--- config.mk ---
export PLATFORM = sky130hd
export DESIGN_NAME = jog_motion_control
export DESIGN_NICKNAME = d
export VERILOG_FILES = /design/src/verilog/jog_motion_control.v
export VERILOG_INCLUDE_DIRS = /design/src /design/src/verilog
export SDC_FILE = /design/constraint.sdc
export NUM_CORES = 1
export LEC_CHECK = 0
export BUFFER_PORTS_ARGS = -buffer_cell sky130_fd_sc_hd__buf_2
export CORE_UTILIZATION = 59
export DETAILED_ROUTE_END_ITERATION = 6
export PLACE_DENSITY = 0.85
export SLEW_MARGIN = 10
export SYNTH_ARGS = -nofsm -noshare
export SYNTH_HDL_FRONTEND = slang
export SYNTH_SLANG_ARGS = --single-unit
--- constraint.sdc ---
create_clock -name clk -period 3.9 [get_ports clk]
set_input_delay 0.195 -clock clk [delete_from_list [all_inputs] [get_ports clk]]
set_output_delay 0.195 -clock clk [all_outputs]
set_load 0.03 [all_outputs]
--- src/verilog/jog_ctrl_defines.vh ---
`ifndef JOG_CTRL_DEFINES_VH
`define JOG_CTRL_DEFINES_VH

// Register byte offsets
`define OFF_CMD_MODE      12'h000
`define OFF_JOG_CTRL      12'h004
`define OFF_JOG_ACCEL     12'h008
`define OFF_JOG_DECEL     12'h00c
`define OFF_SECOND_SPEED  12'h010
`define OFF_JOG_MODE      12'h014
`define OFF_LIMIT_DEF     12'h018
`define OFF_VEL_SEL       12'h01c
`define OFF_VEL_VAL       12'h020
`define OFF_STATUS        12'h024
`define OFF_POS_ERR       12'h048
`define OFF_SPEED_OUT     12'h028
`define OFF_DRIVE_CFG     12'h02c
`define POS_ERR_INDEX     8'd72

// Jog control register bits (write 1 acts)
`define CTRL_JOG_ENABLE   0
`define CTRL_JOG_DISABLE  1
`define CTRL_WAIT_START   2
`define CTRL_WAIT_DONE    3

// Status bits
`define ST_JOG_ARMED      0
`define ST_WAITING        1
`define ST_JOGGING        2
`define ST_POS_FAULT      3
`define ST_REJECT         4

// Rates in units of 0.167 rps/s: 1 .. 32701
`define ACC_MIN           16'd1
`define ACC_MAX           16'd32701
`define ACC_RST           16'd600
`define CMD_MODE_RST      8'h15
// Speed in units of 0.0042 rps: 1 .. 31746 (fast) or 19047 (integrated)
`define SPD_MIN           16'd1
`define SPD_MAX_FAST      16'd31746
`define SPD_MAX_SLOW      16'd19047
`define SPD_RST           16'd2381
`define VEL8_MIN          8'd1
`define VEL8_MAX          8'd136
`define VEL8_RST          8'd10

`define JOG_MODE_POS      2'd1
`define JOG_MODE_VEL      2'd2
`define LIM_NONE          2'd0
`define LIM_DEF1          2'd1
`define LIM_DEF2          2'd2

`define OWN_JOG           2'd1
`define OWN_LIMIT         2'd2

`define RESP_OKAY         2'b00
`define RESP_SLVERR       2'b10

`endif

--- src/verilog/jog_motion_control.v ---
// Functional notes
// - Position error readable, index 072 register
// - Accel read returns stored rate unchanged
// - Accel write sets accel and decel
// - Accel change refused while jogging
// - Accel range 0.167 to 5461.067 rps/s
// - Second speed only in modes 13,14,17,18
// - Speed select input picks second speed
// - Second speed limits per drive size
// - Eight velocities, index 1-8, 1-136 rps
// - Jog disable stops jog inputs moving motor
// - Jog inputs move cw/ccw during wait
// - Jog enable ignored in owning command modes
// - Limit define 1/2 takes inputs, jog off
// - Last of jog/limit wins; mode dominates
// - Wait condition met ends jogging
// - Decel range checked, frozen while jogging
// - Position jog faults on excess error
// - Velocity jog ignores fault, velocity gains
// - Stepper ignores jog mode 2
//
// The register offsets and the AXI4-Lite register port are this design's own decisions.
`include "jog_ctrl_defines.vh"
module jog_motion_control
(
  input wire clk,
  input wire arst_n,
  input wire [11:0] s_axi_awaddr,
  input wire s_axi_awvalid,
  output wire s_axi_awready,
  input wire [31:0] s_axi_wdata,
  input wire [3:0] s_axi_wstrb,
  input wire s_axi_wvalid,
  output wire s_axi_wready,
  output wire [1:0] s_axi_bresp,
  output wire s_axi_bvalid,
  input wire s_axi_bready,
  input wire [11:0] s_axi_araddr,
  input wire s_axi_arvalid,
  output wire s_axi_arready,
  output wire [31:0] s_axi_rdata,
  output wire [1:0] s_axi_rresp,
  output wire s_axi_rvalid,
  input wire s_axi_rready,
  input wire [31:0] cmd_position,
  input wire [31:0] enc_position,
  input wire [31:0] position_fault_limit,
  input wire jog_cw_in,
  input wire jog_ccw_in,
  input wire speed_select_input,
  input wire [15:0] primary_speed,
  output reg jog_cw_ff,
  output reg jog_ccw_ff,
  output reg vel_loop_gains_ff,
  output reg pos_fault_ff,
  output reg limits_active_ff
);

  // ****************************************
  // Functions
  // ****************************************
  function mode_owns_inputs;
    input [7:0] m;
    begin
      mode_owns_inputs = (m == 8'd7) || (m >= 8'd11 && m <= 8'd18);
    end
  endfunction

  function in_range16;
    input [15:0] v;
    input [15:0] lo;
    input [15:0] hi;
    begin
      in_range16 = (v >= lo) && (v <= hi);
    end
  endfunction

  // Oscillator modes that honour the second speed
  function osc_mode_sel;
    input [7:0] m;
    begin
      osc_mode_sel = (m == 8'd13) || (m == 8'd14) || (m == 8'd17) || (m == 8'd18);
    end
  endfunction

  // ****************************************
  // Registers
  // ****************************************
  reg [7:0] cmd_mode_ff;
  // Rates and speeds are kept in their quantised units
  reg [15:0] accel_ff;
  reg [15:0] decel_ff;
  reg [15:0] second_speed_ff;
  reg [1:0] jog_mode_ff;
  reg [1:0] limit_def_ff;
  reg [1:0] owner_ff;
  reg waiting_ff;
  reg reject_ff;
  reg is_stepper_ff;
  reg slow_drive_ff;
  reg [2:0] vel_sel_ff;
  reg [7:0] vel_tab_ff [0:7];
  reg [31:0] pos_err_ff;
  reg [15:0] speed_out_ff;

  reg aw_hold_ff;
  reg w_hold_ff;
  reg [11:0] awaddr_ff;
  reg [31:0] wdata_ff;
  reg [3:0] wstrb_ff;
  reg bvalid_ff;
  reg [1:0] bresp_ff;
  reg rvalid_ff;
  reg [31:0] rdata_ff;
  reg [1:0] rresp_ff;

  // ****************************************
  // Jog input ownership
  // ****************************************
  // Ownership survives a spell in an owning command mode,
  // so returning to a free mode restores the last user
  wire jogging = jog_cw_ff | jog_ccw_ff;
  wire jog_armed = (owner_ff == `OWN_JOG) && !mode_owns_inputs(cmd_mode_ff);
  wire [31:0] pos_err = cmd_position - enc_position;
  wire [15:0] spd_max = slow_drive_ff ? `SPD_MAX_SLOW : `SPD_MAX_FAST;
  wire osc_mode = osc_mode_sel(cmd_mode_ff);

  // ****************************************
  // AXI4-Lite write path
  // ****************************************
  // Writes are applied one at a time in arrival order
  // Address and data may come in either order; each is parked until its partner arrives
  assign s_axi_awready = !aw_hold_ff && !bvalid_ff;
  assign s_axi_wready = !w_hold_ff && !bvalid_ff;
  assign s_axi_bvalid = bvalid_ff;
  assign s_axi_bresp = bresp_ff;
  wire [11:0] wa = aw_hold_ff ? awaddr_ff : s_axi_awaddr;
  wire [31:0] wd = w_hold_ff ? wdata_ff : s_axi_wdata;
  wire [3:0] ws = w_hold_ff ? wstrb_ff : s_axi_wstrb;
  wire have_aw = aw_hold_ff || (s_axi_awvalid && s_axi_awready);
  wire have_w = w_hold_ff || (s_axi_wvalid && s_axi_wready);
  wire do_wr = have_aw && have_w && !bvalid_ff;
  wire full_word = (ws == 4'hf);

  integer i;
  always @(posedge clk or negedge arst_n)
  begin
    if (!arst_n)
    begin
      aw_hold_ff <= 1'b0;
      w_hold_ff <= 1'b0;
      awaddr_ff <= 12'h000;
      wdata_ff <= 32'h0000_0000;
      wstrb_ff <= 4'h0;
      bvalid_ff <= 1'b0;
      bresp_ff <= `RESP_OKAY;
      cmd_mode_ff <= `CMD_MODE_RST;
      accel_ff <= `ACC_RST;
      decel_ff <= `ACC_RST;
      second_speed_ff <= `SPD_RST;
      jog_mode_ff <= `JOG_MODE_POS;
      limit_def_ff <= `LIM_NONE;
      owner_ff <= 2'd0;
      waiting_ff <= 1'b0;
      reject_ff <= 1'b0;
      is_stepper_ff <= 1'b0;
      slow_drive_ff <= 1'b0;
      vel_sel_ff <= 3'd0;
      for (i = 0; i < 8; i = i + 1)
        vel_tab_ff[i] <= `VEL8_RST;
    end
    else
    begin
      if (s_axi_awvalid && s_axi_awready && !do_wr)
      begin
        aw_hold_ff <= 1'b1;
        awaddr_ff <= s_axi_awaddr;
      end
      if (s_axi_wvalid && s_axi_wready && !do_wr)
      begin
        w_hold_ff <= 1'b1;
        wdata_ff <= s_axi_wdata;
        wstrb_ff <= s_axi_wstrb;
      end
      if (bvalid_ff && s_axi_bready)
        bvalid_ff <= 1'b0;
      if (do_wr)
      begin
        aw_hold_ff <= 1'b0;
        w_hold_ff <= 1'b0;
        bvalid_ff <= 1'b1;
        bresp_ff <= `RESP_OKAY;
        // A refused write changes no setting; only accel, decel and second-speed refusals set reject_ff
        // Partial strobes would split a fixed-point value, so refuse them
        if (!full_word)
          bresp_ff <= `RESP_SLVERR;
        else
          case (wa)
            `OFF_CMD_MODE: cmd_mode_ff <= wd[7:0];
            `OFF_JOG_CTRL:
            begin
              if (wd[`CTRL_JOG_ENABLE] && !mode_owns_inputs(cmd_mode_ff))
                owner_ff <= `OWN_JOG;
              if (wd[`CTRL_JOG_DISABLE] && owner_ff == `OWN_JOG)
                owner_ff <= 2'd0;
              if (wd[`CTRL_WAIT_START])
                waiting_ff <= 1'b1;
              if (wd[`CTRL_WAIT_DONE])
                waiting_ff <= 1'b0;
            end
            `OFF_JOG_ACCEL:
            begin
              if (jogging || !in_range16(wd[15:0], `ACC_MIN, `ACC_MAX))
              begin
                bresp_ff <= `RESP_SLVERR;
                reject_ff <= 1'b1;
              end
              else
              begin
                accel_ff <= wd[15:0];
                decel_ff <= wd[15:0];
              end
            end
            `OFF_JOG_DECEL:
            begin
              if (jogging || !in_range16(wd[15:0], `ACC_MIN, `ACC_MAX))
              begin
                bresp_ff <= `RESP_SLVERR;
                reject_ff <= 1'b1;
              end
              else
                decel_ff <= wd[15:0];
            end
            `OFF_SECOND_SPEED:
            begin
              if (!in_range16(wd[15:0], `SPD_MIN, spd_max))
              begin
                bresp_ff <= `RESP_SLVERR;
                reject_ff <= 1'b1;
              end
              else
                second_speed_ff <= wd[15:0];
            end
            `OFF_JOG_MODE:
            begin
              // A stepper keeps position-type; a velocity request is dropped quietly
              if (wd[1:0] == `JOG_MODE_POS || (wd[1:0] == `JOG_MODE_VEL && !is_stepper_ff))
                jog_mode_ff <= wd[1:0];
            end
            `OFF_LIMIT_DEF:
            begin
              limit_def_ff <= wd[1:0];
              if ((wd[1:0] == `LIM_DEF1 || wd[1:0] == `LIM_DEF2) && !mode_owns_inputs(cmd_mode_ff))
                owner_ff <= `OWN_LIMIT;
            end
            `OFF_VEL_SEL:
            begin
              // Index is stored zero-based and read back one-based
              if (wd[31:4] == 28'h0 && wd[3:0] >= 4'd1 && wd[3:0] <= 4'd8)
                vel_sel_ff <= wd[2:0] - 3'd1;
              else
                bresp_ff <= `RESP_SLVERR;
            end
            `OFF_VEL_VAL:
            begin
              if (wd[7:0] >= `VEL8_MIN && wd[7:0] <= `VEL8_MAX && wd[31:8] == 24'h0)
                vel_tab_ff[vel_sel_ff] <= wd[7:0];
              else
                bresp_ff <= `RESP_SLVERR;
            end
            `OFF_STATUS:
              if (wd[`ST_REJECT])
                reject_ff <= 1'b0;
            `OFF_DRIVE_CFG:
            begin
              is_stepper_ff <= wd[0];
              slow_drive_ff <= wd[1];
              if (wd[0])
                jog_mode_ff <= `JOG_MODE_POS;
            end
            default: bresp_ff <= `RESP_SLVERR;
          endcase
      end
    end
  end

  // ****************************************
  // Jog outputs and motion status
  // ****************************************
  always @(posedge clk or negedge arst_n)
  begin
    if (!arst_n)
    begin
      jog_cw_ff <= 1'b0;
      jog_ccw_ff <= 1'b0;
      vel_loop_gains_ff <= 1'b0;
      pos_fault_ff <= 1'b0;
      limits_active_ff <= 1'b0;
      pos_err_ff <= 32'h0000_0000;
      speed_out_ff <= 16'h0000;
    end
    else
    begin
      pos_err_ff <= pos_err;
      // Opposite requests cancel rather than pick a winner
      jog_cw_ff <= jog_armed && waiting_ff && jog_cw_in && !jog_ccw_in;
      jog_ccw_ff <= jog_armed && waiting_ff && jog_ccw_in && !jog_cw_in;
      vel_loop_gains_ff <= (jog_mode_ff == `JOG_MODE_VEL) && jogging;
      limits_active_ff <= (owner_ff == `OWN_LIMIT) && !mode_owns_inputs(cmd_mode_ff);
      // Fault is sticky until reset
      if (jogging && jog_mode_ff == `JOG_MODE_POS)
      begin
        // Magnitude test; a limit at the most negative value is not supported
        if ($signed(pos_err) > $signed(position_fault_limit) ||
            $signed(pos_err) < -$signed(position_fault_limit))
          pos_fault_ff <= 1'b1;
      end
      // Primary speed passes through outside the oscillator modes
      if (osc_mode && speed_select_input)
        speed_out_ff <= second_speed_ff;
      else
        speed_out_ff <= primary_speed;
    end
  end

  // ****************************************
  // AXI4-Lite read path
  // ****************************************
  // Position error is a registered copy, so its read never waits on the loop
  assign s_axi_arready = !rvalid_ff;
  assign s_axi_rvalid = rvalid_ff;
  assign s_axi_rdata = rdata_ff;
  assign s_axi_rresp = rresp_ff;

  always @(posedge clk or negedge arst_n)
  begin
    if (!arst_n)
    begin
      rvalid_ff <= 1'b0;
      rdata_ff <= 32'h0000_0000;
      rresp_ff <= `RESP_OKAY;
    end
    else
    begin
      if (rvalid_ff && s_axi_rready)
        rvalid_ff <= 1'b0;
      if (s_axi_arvalid && !rvalid_ff)
      begin
        rvalid_ff <= 1'b1;
        rresp_ff <= `RESP_OKAY;
        rdata_ff <= 32'h0000_0000;
        case (s_axi_araddr)
          `OFF_CMD_MODE: rdata_ff <= {24'h0, cmd_mode_ff};
          `OFF_JOG_ACCEL: rdata_ff <= {16'h0, accel_ff};
          `OFF_JOG_DECEL: rdata_ff <= {16'h0, decel_ff};
          `OFF_SECOND_SPEED: rdata_ff <= {16'h0, second_speed_ff};
          `OFF_JOG_MODE: rdata_ff <= {30'h0, jog_mode_ff};
          `OFF_LIMIT_DEF: rdata_ff <= {30'h0, limit_def_ff};
          `OFF_VEL_SEL: rdata_ff <= {28'h0, 1'b0, vel_sel_ff} + 32'h1;
          `OFF_VEL_VAL: rdata_ff <= {24'h0, vel_tab_ff[vel_sel_ff]};
          `OFF_STATUS: rdata_ff <= {27'h0, reject_ff, pos_fault_ff, jogging, waiting_ff, jog_armed};
          `OFF_POS_ERR: rdata_ff <= pos_err_ff;
          `OFF_SPEED_OUT: rdata_ff <= {16'h0, speed_out_ff};
          `OFF_DRIVE_CFG: rdata_ff <= {30'h0, slow_drive_ff, is_stepper_ff};
          `OFF_JOG_CTRL: rdata_ff <= 32'h0000_0000;
          default: rresp_ff <= `RESP_SLVERR;
        endcase
      end
    end
  end

endmodule

[Word level (Yosys, flattened, before mapping)]
Index checks and enable logic that the tools add are counted.
Word-level totals
  input bits: 182
  output and inout bits: 46
  register bits: 274
Cells by class
  eq/ne operators: 41
  reductions and logical operators: 81
  add/sub/neg operators: 4
  bitwise logic cells: 3
  mux-type cells: 40
  order comparisons: 13
Operator list (count)
  $pmux 32 s12: 1
  $eq 12x5->1 const B: 8
  $eq 12x6->1 const B: 7
  $bwmux 64: 1
  $eq 12x4->1 const B: 4
  $logic_and 1x1->1: 33
  $gt 32x32->1: 1
  $lt 32x32->1: 1
  $mux 32: 1
  $neg 32->32: 1
  $sub 32x32->32: 1
  $logic_not 28->1: 1
  $bmux 8 s3: 1
  $demux 8 s3: 1
  $eq 12x3->1 const B: 2
  $logic_not 12->1: 2
  $logic_not 24->1: 1
  $mux 8: 3
  $reduce_and 4->1: 6
  $mux 2: 11
  $eq 8x4->1 const B: 2
  $eq 8x5->1 const B: 2
  $ge 16x1->1 const B: 1
  $le 16x15->1: 1
  other kinds (41): 89

[Depth between registers and ports, before layout]
  depth in word-level cells: 10
  depth in mapped cells: 19
  mapped depth without buffers: 19

[Least setup slack after synthesis]
Ideal clock, no wire load.
  kind: input to register
  from: in enc_position[17]
  to: reg pos_fault_ff
  required time: 3812 ps
  stages on the path: 17
  library setup time: 88 ps
  arrival: 3881 ps
  buffers on the path: 1
  slack: -70 ps
  path through: inv_1 -> ha_1 -> clkbuf_1 -> o21ai_0 -> or2_2 -> o221a_2 -> o21ai_0 -> a211oi_1 -> or2_2 -> o311ai_0 -> ha_1 -> a21o_1 -> a21o_1 -> a21oi_1 -> o21ai_0 -> or4_1 -> a41oi_1
On the way
  word-level cells in the longest chain between the ends: 4
  elaborated cells on any way between the ends: 5
  those cells by class: add/sub: 1; order compare: 2; reduce/logical: 2
Ends and longest elaborated chain
  from (decl): line jog_motion_control.v:46  | input wire [31:0] enc_position,
  $sub 32x32->32 *: line jog_motion_control.v:124  | wire [31:0] pos_err = cmd_position - enc_position;
  named net pos_err[29]: line jog_motion_control.v:124
  $gt 32x32->1 / $lt 32x32->1 (equally long branches): line jog_motion_control.v:314, jog_motion_control.v:315
  $logic_or 1x1->1 *: line jog_motion_control.v:314  | if ($signed(pos_err) > $signed(position_fault_limit) ||
  $reduce_and 2->1 (no source line) *
  to (signal assigned): line jog_motion_control.v:297  | pos_fault_ff <= 1'b0;
  to (signal assigned): line jog_motion_control.v:316  | pos_fault_ff <= 1'b1;
  to (decl): line jog_motion_control.v:55  | output reg pos_fault_ff,
The timed path passes the listed nets; every way through them passes the cells marked *.
A chain may end at the register's enable or synchronous reset.

[Final worst setup path]
  from: reg w_hold_ff
  to: reg second_speed_ff[5]
On the way
  word-level cells in the longest chain between the ends: 7
  elaborated cells on any way between the ends: 13
  those cells by class: order compare: 2; eq/ne: 1; mux: 2; reduce/logical: 8
Ends and longest elaborated chain
  from (decl): line jog_motion_control.v:107  | reg w_hold_ff;
  from (signal assigned): line jog_motion_control.v:151  | w_hold_ff <= 1'b0;
  from (signal assigned): line jog_motion_control.v:181  | w_hold_ff <= 1'b1;
  from (signal assigned): line jog_motion_control.v:190  | w_hold_ff <= 1'b0;
  parallel branches: the longest is 7 deep, another holds $ge 16x1->1
  to (signal assigned): line jog_motion_control.v:160  | second_speed_ff <= `SPD_RST;
  to (signal assigned): line jog_motion_control.v:242  | second_speed_ff <= wd[15:0];
  to (decl): line jog_motion_control.v:93  | reg [15:0] second_speed_ff;
Parallel ways; which one is timed is not known.

==> impl_results.md <==
* Outcome: complete, no violations
* Row cnt at 60
* Normalized max-slew margin at 0.305
* P_int at 5.85 mW
* Drt initial violations at 1434
* WL/cell at between 20 and 25 µm
* Register area at 6850 µm²
* Initial antenna violation count at 2
* Async SR Flop Fraction at 1.00
* Max clock buf depth at 3
* DRC Markers at 0
* Cell taking the most area after synthesis: dfrtp_1
* Worst Hold Slack at 0.0394 ns
* Die Height at 169 µm
* Starting density of the core at 0.604
* Distinct cells, synth at a little under 90
* Routed Antenna Nets at 0
* Reg clk slew, reported paths at 0.07 ns
* Syn. warnings at 0
* Final wirelength at 48.3 mm
* Die area at 28400 µm²
* GRT Util Overall at 0.340
* Clock skew at 0.0182 ns
* Final Max Tran Viols at 0
* Vias at 14700
* Vias per Instance at about 6.2
* Clock power share at 0.301
* CTS tree: built
* Largest net degree at the start of global routing at 107
* Mapped Avg Cell Area at 10.2 µm²
* Sequential power share at 0.400
* Crit-path cells: buf_12 -> mux2_2 -> ha_1 -> nand4_1 -> nor3_1 -> a22o_1 -> nand3_1 -> nor4_4 -> buf_4 -> mux2_2
* Worst reg-to-reg path cell count at 10
* Yosys top cell area share at 0.364
* P_leak at between 9 and 10 nW
* Max stage delay on crit path at 0.62 ns
* Hpwl dp at ~33 mm
* Max Cap Viol at 0
* # fillers at 1811
* CTS buffer count at 27
* Setup violators final at 0
* Crit path top cell by count: mux2_2
* Final Net Count at 2255
* Later-pin clock latency in the skew report at about 0.54 ns
* Die width at approximately 170 µm
* Placed Cells at about 2200
* Crit start category: register
* Core occupancy in the finished layout at 0.740
* CP Data Arrival Time at ~4.2 ns
* Max stage delay cell, worst path: dfrtp_1
* I/O Pins at 228
* Number of global-route vias before repair at between 10000 and 15000
* VDD IR-drop max at ~0.00035 V
* Fraction of layout cells with a size suffix above 1 at 0.290
* H-tree depth at 1
* Final Hold Fails at 0
* Combinational power share at 0.299
* Most common cell after layout, fill and taps aside: dfrtp_1
* Synth Register Bits at roughly 270
* IO buf count at about 230
* Hold WC Path Type: primary input to register
* Mapped Cells at 1611
* Crit end category: register
* Core area at around 27000 µm²
* Sequential share of the synthesized area at 0.419
* Fmax at roughly 270 MHz
* Layout Cells excl Fill at 2358
* Synth-to-Final Area Change at 22.6%
* Clock period minus worst slack at 3.74 ns
* P_sw at 2.95 mW
* GRT overflow at 0
* WP data required at 4.32 ns
* Sw Share at 0.336
* Area of the multi-input gates at 8870 µm²
* First-pass GRT wire length at 76.5 mm
* CP Class: register to register
* CTS Root Cell: clkbuf_16
* Clk sinks at around 270
* Predominant post-synthesis flop cell: dfrtp_1
* PwrDens at 439 nW/µm²
* Most frequent cells in the layout: dfrtp_1, buf_2, nand2_1, mux2_2
* Final GP Congestion at between 0.9 and 1
* Crit path max fanout at 36
* Hold path depth at 3
* Mapped Area at around 16000 µm²
* Setup TNS at 0 ns
* EDFF count, synth at 0
* Final period utilization at 0.960
* Ranking of synthesized cells by area: dfrtp_1, mux2_2, ha_1, dfstp_2, nand2_1
* Tightest Pin Transition at 1.04 ns
* First-pass detailed-route iteration total at 6
## power by group through the flow
stage                     Clock (mW)  Sequential, mW  Combinational [mW]
final                           2.65            3.52                2.63
after global routing            2.77            3.54                2.83
after CTS                       2.63            3.47                2.52
after detailed placement           0            3.52                2.42
after global placement             0            3.49                2.33
after floorplan                    0            3.44                1.60
## metrics by stage
stage               cell area (µm²)  setup slack [ns]  total power, mW
floorplan                     16400            0.0636             5.04
global placement              18400            -0.368             5.82
detailed placement            18400            -0.476             5.94
CTS                           20000            0.0405             8.62
global route                  20100          -0.00477             9.15
finish                        20100             0.157             8.80
## critical path: cells and delay by family (launching register included)
kind                       cells  cell delay, ns
AOI/OAI and AO/OA              1            0.30
DFF                            1            0.62
and+or+nand+nor                4            0.80
buffers and inverters          2            0.61
muxes                          2            0.90
adders and majority gates      1            0.37
## layer usage
layer	routed length, µm	vias to the layer above	track usage
met1	19100	7131	0.444
met5	16	-	0
met2	22700	806	0.552
met3	3810	190	0.0573
met4	2560	2	0.167
li1	-	6587	-
## flip-flops by register name, indices dropped and copies added, names as in the netlist, 2 cells and up
signal / flops
second_speed_ff: 16
awaddr_ff: 12
wstrb_ff: 4
decel_ff: 16
owner_ff: 2
wdata_ff: 32
s_axi_rdata: 32
limit_def_ff: 2
vel_sel_ff: 3
pos_err_ff: 32
speed_out_ff: 16
cmd_mode_ff: 8
jog_mode_ff: 2
vel_tab_ff: 64
accel_ff: 16
## area by class of cell
cell class | count | share of cell area
well taps | 372 | 0.0232
multi-input cells | 1165 | 0.442
flip-flops and latches | 272 | 0.342
inverters | 108 | 0.0202
diodes | 1 | 0.000125
clock inverters | 11 | 0.00674
clock buffers | 38 | 0.0372
repair buffers | 391 | 0.129
## Yosys cell counts, drive strengths merged, types with 10 or more instances
| cell type | count |
|---|---|
| nor3 | 32 |
| ha | 107 |
| buf | 16 |
| dfrtp | 238 |
| clkbuf | 51 |
| nand3 | 45 |
| nor2b | 15 |
| a21o | 21 |
| o211ai | 13 |
| o21ai | 91 |
| nor2 | 97 |
| xnor2 | 36 |
| dfstp | 34 |
| nand2b | 10 |
| nor4 | 23 |
| nand2 | 145 |
| mux2i | 41 |
| a21oi | 71 |
| a31oi | 17 |
| mux2 | 164 |
| a221oi | 21 |
| xor2 | 12 |
| nand4 | 28 |
| inv | 107 |
## kinds of logic (layout without fill, tap and decap cells)
family                     after synthesis  in the layout  share of synthesized area
AOI/OAI and AO/OA                      329            329                      0.133
xor gates and xnor gates                48             48                     0.0257
adders and majority gates              108            108                     0.0830
buffers and inverters                  175            548                     0.0425
DFF                                    272            272                      0.419
muxes                                  214            214                      0.153
other                                    1              3                   0.000229
and+or+nand+nor                        464            464                      0.144
## path summary, 6_finish.rpt
kind / startpoint / to / slack (ns)
worst max-delay path: w_hold_ff / second_speed_ff[5] / 0.16
worst min-delay path: enc_position[0] / pos_err_ff[0] / 0.04
worst max register to register: w_hold_ff / second_speed_ff[5] / 0.16
worst min register to register: s_axi_rdata[27] / s_axi_rdata[27] / 0.46
max in group asynchronous: arst_n / accel_ff[9] / 2.54
min in group asynchronous: arst_n / vel_tab_ff[32] / 0.31
## timing repair
item                       4_1_cts  5_1_grt
hold buffers                    70        0
setup endpoints to repair        0       11
hold endpoints to repair       148        0
resized for setup                0        9
setup buffers                    0        0
(Power assumes the default switching activity.)
